### config.mk
export PLATFORM = sky130hd
export DESIGN_NAME = ubg_top
export DESIGN_NICKNAME = d
export VERILOG_FILES = /design/src/ubg_pkg.sv /design/src/ubg_fifo_if.sv /design/src/ubg_fifo.sv /design/src/ubg_baud_gen.sv /design/src/ubg_top.sv
export SDC_FILE = /design/constraint.sdc
export NUM_CORES = 1
export LEC_CHECK = 0
export ABC_AREA = 0
export BUFFER_PORTS_ARGS = -buffer_cell sky130_fd_sc_hd__buf_4
export CORE_UTILIZATION = 60
export DETAILED_ROUTE_END_ITERATION = 8
export HOLD_SLACK_MARGIN = 0.15
export PLACE_DENSITY = 0.78
export RECOVER_POWER = 50
export SYNTH_ARGS = -nofsm -noshare
export SYNTH_HDL_FRONTEND = slang
export SYNTH_SLANG_ARGS = --single-unit
### constraint.sdc
create_clock -name clk_sys -period 5.4 [get_ports clk_sys]
set_input_delay 0.54 -clock clk_sys [delete_from_list [all_inputs] [get_ports clk_sys]]
set_output_delay 0.54 -clock clk_sys [all_outputs]
set_load 0.01 [all_outputs]
### src/ubg_pkg.sv
package ubg_pkg;
  // register offsets on the byte-wide register port
  localparam logic [2:0] REG_DATA     = 3'h0;
  localparam logic [2:0] REG_DIV_HIGH = 3'h1;
  localparam logic [2:0] REG_DIV_LOW  = 3'h2;
  localparam logic [2:0] REG_FIFO_CTL = 3'h3;
  localparam logic [2:0] REG_FILL_CNT = 3'h4;
  localparam logic [2:0] REG_CONTROL  = 3'h5;
  localparam logic [2:0] REG_STATUS   = 3'h6;
  // fifo_baud_control field positions
  localparam int FCTL_THR_LSB   = 0;
  localparam int FCTL_RANGE_BIT = 2;
  localparam int FCTL_FRAC_LSB  = 3;
  localparam int FCTL_WIDTH     = 6;
  // control register field positions
  localparam int CTRL_ENABLE_BIT = 0;
  localparam int CTRL_RXIE_BIT   = 1;
  // status register field positions
  localparam int STAT_AVAIL_BIT   = 0;
  localparam int STAT_OVERRUN_BIT = 1;
  localparam int STAT_HOLD_BIT    = 2;
  localparam int STAT_DIVLOW_BIT  = 3;
  // values after reset
  localparam logic [7:0] DIV_HIGH_RESET = 8'h00;
  localparam logic [7:0] DIV_LOW_RESET  = 8'h00;
  localparam logic [5:0] FIFO_CTL_RESET = 6'h00;
  // smallest divisor per range selection
  localparam logic [15:0] DIV_MIN_NORMAL = 16'h0010;
  localparam logic [15:0] DIV_MIN_FAST   = 16'h0008;
  // receive queue geometry and frame size
  localparam int          RX_FIFO_DEPTH  = 4;
  localparam int          FILL_CNT_WIDTH = 3;
  localparam logic [2:0]  LAST_DATA_BIT  = 3'h7;
  localparam logic [2:0]  THR_FULL_BYTES = 3'h4;
  // receiver states, gray coded along idle-start-data-stop
  typedef enum logic [1:0] {
    RX_IDLE  = 2'h0,
    RX_START = 2'h1,
    RX_DATA  = 2'h3,
    RX_STOP  = 2'h2
  } ubg_rx_state_t;
endpackage : ubg_pkg

### src/ubg_fifo_if.sv
`timescale 1ns/1ps
interface ubg_fifo_if #(
  parameter int WIDTH = 8,
  parameter int CW    = 3
);
  logic             inValid;   // producer offers a word
  logic             inReady;   // queue has room
  logic [WIDTH-1:0] inData;    // word offered
  logic             outValid;  // queue holds a word
  logic             outReady;  // consumer takes the head word
  logic [WIDTH-1:0] outData;   // head word, registered
  logic [CW-1:0]    count;     // words held
  logic             flush;     // empty the queue
  // the queue itself
  modport store (input inValid, inData, outReady, flush,
                 output inReady, outValid, outData, count);
  // the logic that fills and drains it
  modport user  (output inValid, inData, outReady, flush,
                 input inReady, outValid, outData, count);
endinterface : ubg_fifo_if

### src/ubg_fifo.sv
`timescale 1ns/1ps
module ubg_fifo #(
  parameter int WIDTH = 8,
  parameter int DEPTH = 32,
  parameter int CW    = 6
) (
  // clock and reset
  input wire logic   clk_sys,
  input wire logic   rst,
  // queue port
  ubg_fifo_if.store  port
);
  localparam int AW = (DEPTH > 1) ? $clog2(DEPTH) : 1;

  // pointer wrap relies on a power-of-two depth
  if (DEPTH < 2 || (DEPTH & (DEPTH - 1)) != 0 || CW < $clog2(DEPTH + 1)) begin : g_chk
    $error("ubg_fifo: depth must be a power of two and count wide enough");
  end

  typedef struct packed {
    logic [DEPTH-1:0][WIDTH-1:0] mem;   // storage words
    logic [AW-1:0]               wrPtr; // next slot to fill
    logic [AW-1:0]               rdPtr; // head slot
    logic [CW-1:0]               count; // words held
    logic [WIDTH-1:0]            head;  // registered head word
  } ubg_fifo_state_t;

  ubg_fifo_state_t s_q, s_d;
  logic            push;
  logic            pop;

  assign port.inReady  = (s_q.count < DEPTH);
  assign port.outValid = (s_q.count != '0);
  assign port.outData  = s_q.head;
  assign port.count    = s_q.count;

  // next state; head is read after the write so a fresh word shows at once
  always_comb begin
    s_d  = s_q;
    push = port.inValid && (s_q.count < DEPTH);
    pop  = port.outReady && (s_q.count != '0);
    if (push) begin
      s_d.mem[s_q.wrPtr] = port.inData;
      s_d.wrPtr          = s_q.wrPtr + 1'b1;
    end
    if (pop) begin
      s_d.rdPtr = s_q.rdPtr + 1'b1;
    end
    if (push && !pop) begin
      s_d.count = s_q.count + 1'b1;
    end else if (pop && !push) begin
      s_d.count = s_q.count - 1'b1;
    end
    if (port.flush) begin
      s_d.wrPtr = '0;
      s_d.rdPtr = '0;
      s_d.count = '0;
    end
    s_d.head = s_d.mem[s_d.rdPtr];
  end

  // state register
  always_ff @(posedge clk_sys or posedge rst) begin
    if (rst) begin
      s_q <= '0;
    end else begin
      s_q <= s_d;
    end
  end
endmodule : ubg_fifo

### src/ubg_baud_gen.sv
`timescale 1ns/1ps
module ubg_baud_gen (
  // clock and reset
  input  wire logic        clk_sys,
  input  wire logic        rst,
  // timing control
  input  wire logic        restart,
  input  wire logic [15:0] divisor,
  input  wire logic [2:0]  frac,
  input  wire logic        rangeSel,
  // timing strobes
  output logic             samplePulse,
  output logic [1:0]       sampleIdx,
  output logic             bitEnd
);
  typedef struct packed {
    logic [15:0] cnt;  // cycles into the current bit time
    logic [3:0]  acc;  // fraction accumulator, wraps
    logic        ext;  // current bit time lengthened by one cycle
  } ubg_baud_state_t;

  ubg_baud_state_t s_q, s_d;
  logic [16:0]     lastCnt;
  logic [15:0]     half;
  logic [15:0]     pt0;
  logic [15:0]     pt1;
  logic [15:0]     pt2;
  logic [3:0]      low3Sum;

  // bit time end and the three sampling points
  always_comb begin
    lastCnt     = {1'b0, divisor} + {16'h0000, s_q.ext} - 17'h00001;
    bitEnd      = ({1'b0, s_q.cnt} == lastCnt);
    half        = {1'b0, divisor[15:1]};
    pt0         = rangeSel ? half - 16'h0001 : half;
    pt1         = rangeSel ? half : half + 16'h0001;
    pt2         = half + 16'h0002;
    samplePulse = (s_q.cnt == pt0) || (s_q.cnt == pt1) || (s_q.cnt == pt2);
    sampleIdx   = (s_q.cnt == pt0) ? 2'h0 : (s_q.cnt == pt1) ? 2'h1 : 2'h2;
  end

  // free-running timer, realigned by the receiver on a start edge
  always_comb begin
    s_d     = s_q;
    low3Sum = {1'b0, s_q.acc[2:0]} + {1'b0, frac};
    if (restart) begin
      s_d.cnt = 16'h0000;
      s_d.acc = {1'b0, frac};
      s_d.ext = 1'b0;
    end else if (bitEnd) begin
      s_d.cnt = 16'h0000;
      s_d.acc = s_q.acc + {1'b0, frac};
      s_d.ext = low3Sum[3];
    end else begin
      s_d.cnt = s_q.cnt + 16'h0001;
    end
  end

  // state register
  always_ff @(posedge clk_sys or posedge rst) begin
    if (rst) begin
      s_q <= '0;
    end else begin
      s_q <= s_d;
    end
  end
endmodule : ubg_baud_gen

### src/ubg_top.sv
// How it works
// - one byte data register, write sends, read receives
// - bit time is divisor plus fraction eighths
// - divisor floor sixteen, or eight when fast range; a lower divisor is only flagged in status
// - fraction accumulator carry stretches a bit one cycle
// - three samples per bit around half divisor
// - threshold code picks bytes needed for available flag
// - available flag with enable raises the interrupt request
// - queue empty and count zero after reset
// - fill count follows bytes in and reads out
// - full queue: extra byte waits, next overwrites it
// - fill count cleared by reset or disable, read-only
// - generator built on a free-running sixteen-bit timer
// - unused upper bits of control and count read zero
// - disable empties buffers, keeps control bits
`timescale 1ns/1ps
module ubg_top
  import ubg_pkg::*;
#(
  parameter int RX_DEPTH = RX_FIFO_DEPTH
) (
  // clock and reset
  input  wire logic       clk_sys,
  input  wire logic       rst,
  // register port
  input  wire logic [2:0] regAddr,
  input  wire logic [7:0] regWrData,
  input  wire logic       regWrite,
  input  wire logic       regRead,
  output logic      [7:0] regRdData,
  // serial receive line
  input  wire logic       rxLine,
  // byte handed to the transmitter
  output logic      [7:0] txData,
  output logic            txStrobe,
  // status toward the rest of the chip
  output logic            rxAvailable,
  output logic            uartIrq,
  output logic            rxOverrun
);

  // the fill count is three bits wide, so the queue cannot grow past seven
  if (RX_DEPTH < 2 || RX_DEPTH > 7 || (RX_DEPTH & (RX_DEPTH - 1)) != 0) begin : g_chk
    $error("ubg_top: receive depth must be 2 or 4");
  end

  // state of the block outside the receive queue and the baud timer
  typedef struct packed {
    logic [7:0]            divHigh;     // baud_divisor_high
    logic [7:0]            divLow;      // baud_divisor_low
    logic [FCTL_WIDTH-1:0] fifoCtl;     // fifo_baud_control, six live bits
    logic                  enable;      // uart_master_enable
    logic                  rxIe;        // rx_irq_enable
    ubg_rx_state_t         rxState;     // receiver sequence
    logic [2:0]            bitCnt;      // data bit being received
    logic [7:0]            shifter;     // receive shift register
    logic [2:0]            votes;       // the three line samples of a bit
    logic                  lineLast;    // line level one cycle ago
    logic [7:0]            hold;        // byte waiting for queue room
    logic                  holdValid;   // hold carries a byte
    logic                  overrun;     // overrun_flag
    logic                  availFlag;   // rx_available_flag
    logic                  irq;         // interrupt request
    logic [7:0]            rdData;      // read data, valid one cycle
    logic [7:0]            txData;      // last byte written for sending
    logic                  txStrobe;    // one-cycle hand-off pulse
  } ubg_top_state_t;

  // reset image; receiver idle with the line assumed high
  localparam ubg_top_state_t TOP_RESET = '{
    divHigh:   DIV_HIGH_RESET,
    divLow:    DIV_LOW_RESET,
    fifoCtl:   FIFO_CTL_RESET,
    enable:    1'b0,
    rxIe:      1'b0,
    rxState:   RX_IDLE,
    bitCnt:    3'h0,
    shifter:   8'h00,
    votes:     3'h0,
    lineLast:  1'b1,
    hold:      8'h00,
    holdValid: 1'b0,
    overrun:   1'b0,
    availFlag: 1'b0,
    irq:       1'b0,
    rdData:    8'h00,
    txData:    8'h00,
    txStrobe:  1'b0
  };

  ubg_top_state_t s_q, s_d;

  // receive queue between the receiver hold byte and software reads
  ubg_fifo_if #(.WIDTH(8), .CW(FILL_CNT_WIDTH)) rxq ();

  // baud timing strobes
  logic        restart;      // realign bit timing to a start edge
  logic        samplePulse;  // a sampling point in this cycle
  logic [1:0]  sampleIdx;    // which of the three points
  logic        bitEnd;       // last cycle of a bit time
  logic        bitVal;       // majority of the three samples
  logic        gotByte;      // a frame finished with a good stop bit
  logic [15:0] divisor;      // assembled baud divisor
  logic        divisorLow;   // divisor below the floor of its range

  // majority vote over three samples
  function automatic logic maj3(input logic [2:0] v);
    maj3 = (v[0] & v[1]) | (v[0] & v[2]) | (v[1] & v[2]);
  endfunction : maj3

  // bytes needed before the available flag rises
  function automatic logic [2:0] fillThreshold(input logic [1:0] code);
    fillThreshold = (code == 2'h0) ? THR_FULL_BYTES : {1'b0, code};
  endfunction : fillThreshold

  // divisor is the high byte over the low byte
  assign divisor = {s_q.divHigh, s_q.divLow};

  // too-small divisors only show in status; hardware still runs with them
  assign divisorLow = s_q.fifoCtl[FCTL_RANGE_BIT] ? (divisor < DIV_MIN_FAST)
                                                  : (divisor < DIV_MIN_NORMAL);

  ubg_baud_gen u_baud (
    .clk_sys     (clk_sys),
    .rst         (rst),
    .restart     (restart),
    .divisor     (divisor),
    .frac        (s_q.fifoCtl[FCTL_FRAC_LSB +: 3]),
    .rangeSel    (s_q.fifoCtl[FCTL_RANGE_BIT]),
    .samplePulse (samplePulse),
    .sampleIdx   (sampleIdx),
    .bitEnd      (bitEnd)
  );

  ubg_fifo #(
    .WIDTH (8),
    .DEPTH (RX_DEPTH),
    .CW    (FILL_CNT_WIDTH)
  ) u_rxq (
    .clk_sys (clk_sys),
    .rst     (rst),
    .port    (rxq)
  );

  // queue hookup: the hold byte is offered until the queue takes it
  assign rxq.inValid  = s_q.holdValid;
  assign rxq.inData   = s_q.hold;
  // a data register read while bytes are queued takes the head byte
  assign rxq.outReady = regRead && (regAddr == REG_DATA) && s_q.enable;
  // disabling the block drops every queued byte
  assign rxq.flush    = !s_q.enable;

  // outputs straight from the state register
  assign regRdData   = s_q.rdData;
  assign txData      = s_q.txData;
  assign txStrobe    = s_q.txStrobe;
  assign rxAvailable = s_q.availFlag;
  assign uartIrq     = s_q.irq;
  assign rxOverrun   = s_q.overrun;

  // next state of the whole block
  always_comb begin
    s_d        = s_q;
    bitVal     = maj3(s_q.votes);
    restart    = 1'b0;
    gotByte    = 1'b0;
    s_d.txStrobe = 1'b0;
    s_d.rdData   = 8'h00;
    s_d.lineLast = rxLine;

    // register writes; count and status ignore writes
    if (regWrite) begin
      case (regAddr)
        REG_DATA: begin
          // only an enabled block passes a byte on for sending
          if (s_q.enable) begin
            s_d.txData   = regWrData;
            s_d.txStrobe = 1'b1;
          end
        end
        REG_DIV_HIGH: s_d.divHigh = regWrData;
        REG_DIV_LOW:  s_d.divLow  = regWrData;
        REG_FIFO_CTL: s_d.fifoCtl = regWrData[FCTL_WIDTH-1:0];
        REG_CONTROL: begin
          s_d.enable = regWrData[CTRL_ENABLE_BIT];
          s_d.rxIe   = regWrData[CTRL_RXIE_BIT];
        end
        REG_FILL_CNT: s_d.rdData = 8'h00;
        default:      s_d.rdData = 8'h00;
      endcase
    end

    // register reads, answered in the next cycle only
    if (regRead) begin
      case (regAddr)
        REG_DATA:     s_d.rdData = rxq.outData;
        REG_DIV_HIGH: s_d.rdData = s_q.divHigh;
        REG_DIV_LOW:  s_d.rdData = s_q.divLow;
        REG_FIFO_CTL: s_d.rdData = {2'h0, s_q.fifoCtl};
        REG_FILL_CNT: s_d.rdData = {5'h00, rxq.count};
        REG_CONTROL:  s_d.rdData = {6'h00, s_q.rxIe, s_q.enable};
        REG_STATUS: begin
          s_d.rdData                   = 8'h00;
          s_d.rdData[STAT_AVAIL_BIT]   = s_q.availFlag;
          s_d.rdData[STAT_OVERRUN_BIT] = s_q.overrun;
          s_d.rdData[STAT_HOLD_BIT]    = s_q.holdValid;
          s_d.rdData[STAT_DIVLOW_BIT]  = divisorLow;
        end
        default:      s_d.rdData = 8'h00;
      endcase
    end

    // collect the three samples of the current bit
    if (samplePulse) begin
      s_d.votes[sampleIdx] = rxLine;
    end

    // receiver sequence
    case (s_q.rxState)
      RX_IDLE: begin
        // a falling line edge starts a frame and realigns the timer
        if (s_q.enable && s_q.lineLast && !rxLine) begin
          restart     = 1'b1;
          s_d.rxState = RX_START;
          s_d.votes   = 3'h0;
        end
      end
      RX_START: begin
        // a start bit that votes high was a glitch
        if (bitEnd) begin
          s_d.rxState = bitVal ? RX_IDLE : RX_DATA;
          s_d.bitCnt  = 3'h0;
        end
      end
      RX_DATA: begin
        // bits arrive least significant first
        if (bitEnd) begin
          s_d.shifter = {bitVal, s_q.shifter[7:1]};
          s_d.bitCnt  = s_q.bitCnt + 3'h1;
          if (s_q.bitCnt == LAST_DATA_BIT) begin
            s_d.rxState = RX_STOP;
          end
        end
      end
      RX_STOP: begin
        // a low stop bit drops the byte; frame errors are not flagged here
        if (bitEnd) begin
          gotByte     = bitVal;
          s_d.rxState = RX_IDLE;
        end
      end
      default: s_d.rxState = RX_IDLE;
    endcase

    // the queue took the hold byte this cycle
    if (s_q.holdValid && rxq.inReady) begin
      s_d.holdValid = 1'b0;
    end

    // a finished byte goes to hold; overwriting a stuck byte is an overrun
    if (gotByte) begin
      if (s_q.holdValid && !rxq.inReady) begin
        s_d.overrun = 1'b1;
      end
      s_d.hold      = s_q.shifter;
      s_d.holdValid = 1'b1;
    end

    // available flag follows the fill level against the chosen threshold;
    // it lags the count by one cycle because the flag is itself registered
    s_d.availFlag = s_q.enable &&
                    (rxq.count >= fillThreshold(s_q.fifoCtl[FCTL_THR_LSB +: 2]));
    // uses the enable being written now, so the request never lags the flag
    s_d.irq       = s_d.availFlag && s_d.rxIe;

    // disabled: drop data and status, keep divisor and control fields
    if (!s_q.enable) begin
      s_d.rxState   = RX_IDLE;
      s_d.holdValid = 1'b0;
      s_d.overrun   = 1'b0;
      s_d.availFlag = 1'b0;
      s_d.irq       = 1'b0;
      s_d.bitCnt    = 3'h0;
    end
  end

  // state register; reset leaves the queue and counts empty
  always_ff @(posedge clk_sys or posedge rst) begin
    if (rst) begin
      s_q <= TOP_RESET;
    end else begin
      s_q <= s_d;
    end
  end
endmodule : ubg_top

==> results.md <==
* Most common cell after layout, fill and taps aside: dfrtp_1
* Clock period minus final worst setup slack at between 3000 and 4000 ps
* GRT Overall Usage at between 30% and 40%
* Post-synth design cell area at approximately 0.0081 mm2
* Nature of the critical path endpoint: async pin
* Ys async rst share at between 90% and 100%
* Number of warning messages in the yosys log at 0
* Drt drc at 0
* CTS H-tree depth at 4
* Multi-input logic area at 0.00429 mm2
* Routed length per instance at 20.3 um
* Clk pin slew, worst setup/hold paths at ~60 ps
* Final period util at around 67%
* DR iter-0 viols at 389
* Clock Tree Buf Depth at 2
* Clk Latency, worst-skew pair at between 400 and 500 ps
* Critical path class: in -> async
* Worst R2R Path Depth at 6
* Global-route wire length before repair at around 33,000 um
* WHS Path Cells at 1
* Core area at between 0.01 and 0.015 mm2
* Fin. Hold Viols at 0
* DP Wirelength at between 10,000 and 15,000 um
* P_leak at between 4 and 5 nW
* Area growth from synthesis to layout at 8.47%
* Peak Freq at roughly 280 MHz
* Commonest cells after routing, fill and taps aside: dfrtp_1 (136), nand2_1 (77), mux2_2 (62), nor2_1 (43), mux2i_1 (42)
* Hold crit path type: in -> reg
* Prevailing post-synth register cell: dfrtp_1
* RePlAce Congestion at approximately 0.90
* Max incr delay on CP at between 1500 and 2000 ps
* Post-place setup slack at 2180 ps
* Initial antenna violation count at 0
* Avg Cell Area, Syn at between 10 and 15 um2
* Top-area cell type share of the netlist area at between 40% and 50%
* Largest net degree at the start of global routing at 75
* Peak VDD IR at roughly 300 uV
* Mapped Cells at 794
* Cts-stage hold buffer count at 0
* EDFF count, synth at 0
* Nets at 824
* Worst endpoint required time at around 5700 ps
* Violated checks: capacitance limit, slew limit
* Final WL at 19,800 um
* Mapped Nets at around 830
* DR vias at ~6,100
* Slew headroom at -113%
* PD cells at about 380 mW/mm2
* Sequential-to-total area share from yosys stat at 42.1%
* CP endpoint: u_baud.s_q[9]
* Crit path max fanout at between 70 and 80
* Post-CTS sizing at 0
* Post-CTS Setup Bufs at 0
* Die H at approximately 120 um
* CTS Sinks at 137
* RSZ-0062 raised after global routing: no
* Pwr Total at approximately 0.0034 W
* Worst setup startpoint: rst
* Root Driver: clkbuf_16
* Row Count at 42
* CTS Buf Count at 17
* Internal reg-to-reg setup slack at 2130 ps
* Final Cell Area at around 0.0088 mm2
* Slew Limit Fails at between 100 and 150
* Grt ovf at 0
* CTS tree: done
* Number of global-route vias before repair at 6,229
* ANT nets after route at 0
* Layout Skew at slightly above 10 ps
* Count of cell types in the netlist at approximately 70
* #FFs+latches synth at 137
* Setup Viol. Count Final at 0
* Synth area leaders: dfrtp_1 (42%), mux2_2 (8.7%), mux2i_1 (5.2%), xor2_1 (4.3%), xnor2_1 (3.8%)
* Status: finished with violations
* Worst path cell trace: clkbuf_4 -> clkinvlp_2 -> clkbuf_2
* Area after DPL at a little over 0.008 mm2
* Initial Util at about three fifths
* Sum Neg Setup Slack at 0 ps
* Ports at 36
* R2R Path End: rxq.inData[5]
* Worst setup SP type: input port
* Synth area leader: dfrtp_1
* Critical path's slowest cell: clkinvlp_2
* Share of layout cells above drive strength 1 at about 17%
* Max cap viols at 2
* Critical R2R Launch: divisor[9]
* Worst-Margin Slew at about 3200 ps
* Via density at ~6.3
* Fillcell total at roughly 1,000
* PortBufs at 35
* Die width at ~120 um
* Number of diodes at 0
* Worst setup margin at around 1800 ps
* DIE AREA at ~0.014 mm2
* Register area at 0.00343 mm2
* Pre-antenna DRT Iters at 5
* Crit path DAT at 3880 ps
[flip-flops by register name (all words and copies together), names as in the netlist]
register and cells:
rxOverrun 1, s_q 25, regRdData 8, rxq.inValid 1, txStrobe 1, rxAvailable 1
u_rxq.port.outData 8, u_rxq.s_q 36, rxq.inData 8, u_baud.s_q 20, u_rxq.port.count 3, divisor 16
txData 8, uartIrq 1
[metal layers]
layer	GRT usage [%]	wire length [um]
met5	0	0
met4	14.2	562
met3	5.36	1090
met2	47.5	9500
met1	40.8	8670
[Yosys cell counts, drive strengths merged, types with 13 or more instances]
cell / n
o21ai: 21
nand3: 28
buf: 30
mux2i: 42
ha: 19
inv: 21
nand2: 77
mux2: 71
dfrtp: 136
nor4: 13
nor2b: 15
a21oi: 21
xor2: 40
nand4: 16
nor3: 14
nor2: 43
xnor2: 35
clkbuf: 33
[area by class of cell]
| type | count | area share (%) |
|---|---|---|
| Multi-Input combinational cell | 572 | 48.6 |
| Sequential cell | 137 | 38.8 |
| Clock buffer | 17 | 4.82 |
| Tap cell | 176 | 2.49 |
| Timing Repair Buffer | 37 | 2.18 |
| Clock inverter | 14 | 2.11 |
| Inverter | 22 | 0.950 |
[where the power goes]
part           leakage (nW)  internal [W]  switching, W
sequential             1.84       0.00113      0.000244
clock                 0.299      0.000736      0.000476
combinational          1.89      0.000341      0.000430
[critical path: cells and delay by family]
family                 cells  cell delay, ps
buffers and inverters      3            3270
[cells by family (layout without fill, tap and decap cells)]
family / after synthesis / in the layout / share of synthesized area, %
buffers and inverters: 85 / 90 / 5.15
and+or+nand+nor: 264 / 264 / 17.0
DFF: 137 / 137 / 42.1
xor gates and xnor gates: 75 / 75 / 8.07
adders and majority gates: 22 / 22 / 3.54
AOI/OAI and AO/OA: 94 / 94 / 7.61
muxes: 117 / 117 / 16.5
[worst min-delay path by stage]
stage	from	to	slack, ps
2_1_floorplan	txData[0]	txData[0]	450
3_3_place_gp	txData[3]	txData[3]	460
3_5_place_dp	txData[3]	txData[3]	470
4_1_cts	rst	txData[0]	240
5_1_grt	rxLine	s_q[29]	260
6_report	rxLine	s_q[29]	260
[per-stage QoR]
stage	hold WS [ps]	std cells	util, %
floorplan	447	794	-
global placement	463	944	62.7
detailed placement	469	944	62.7
global route	260	975	66.7
CTS	239	975	67.3
finish	263	975	66.7
(Power assumes the default switching activity.)
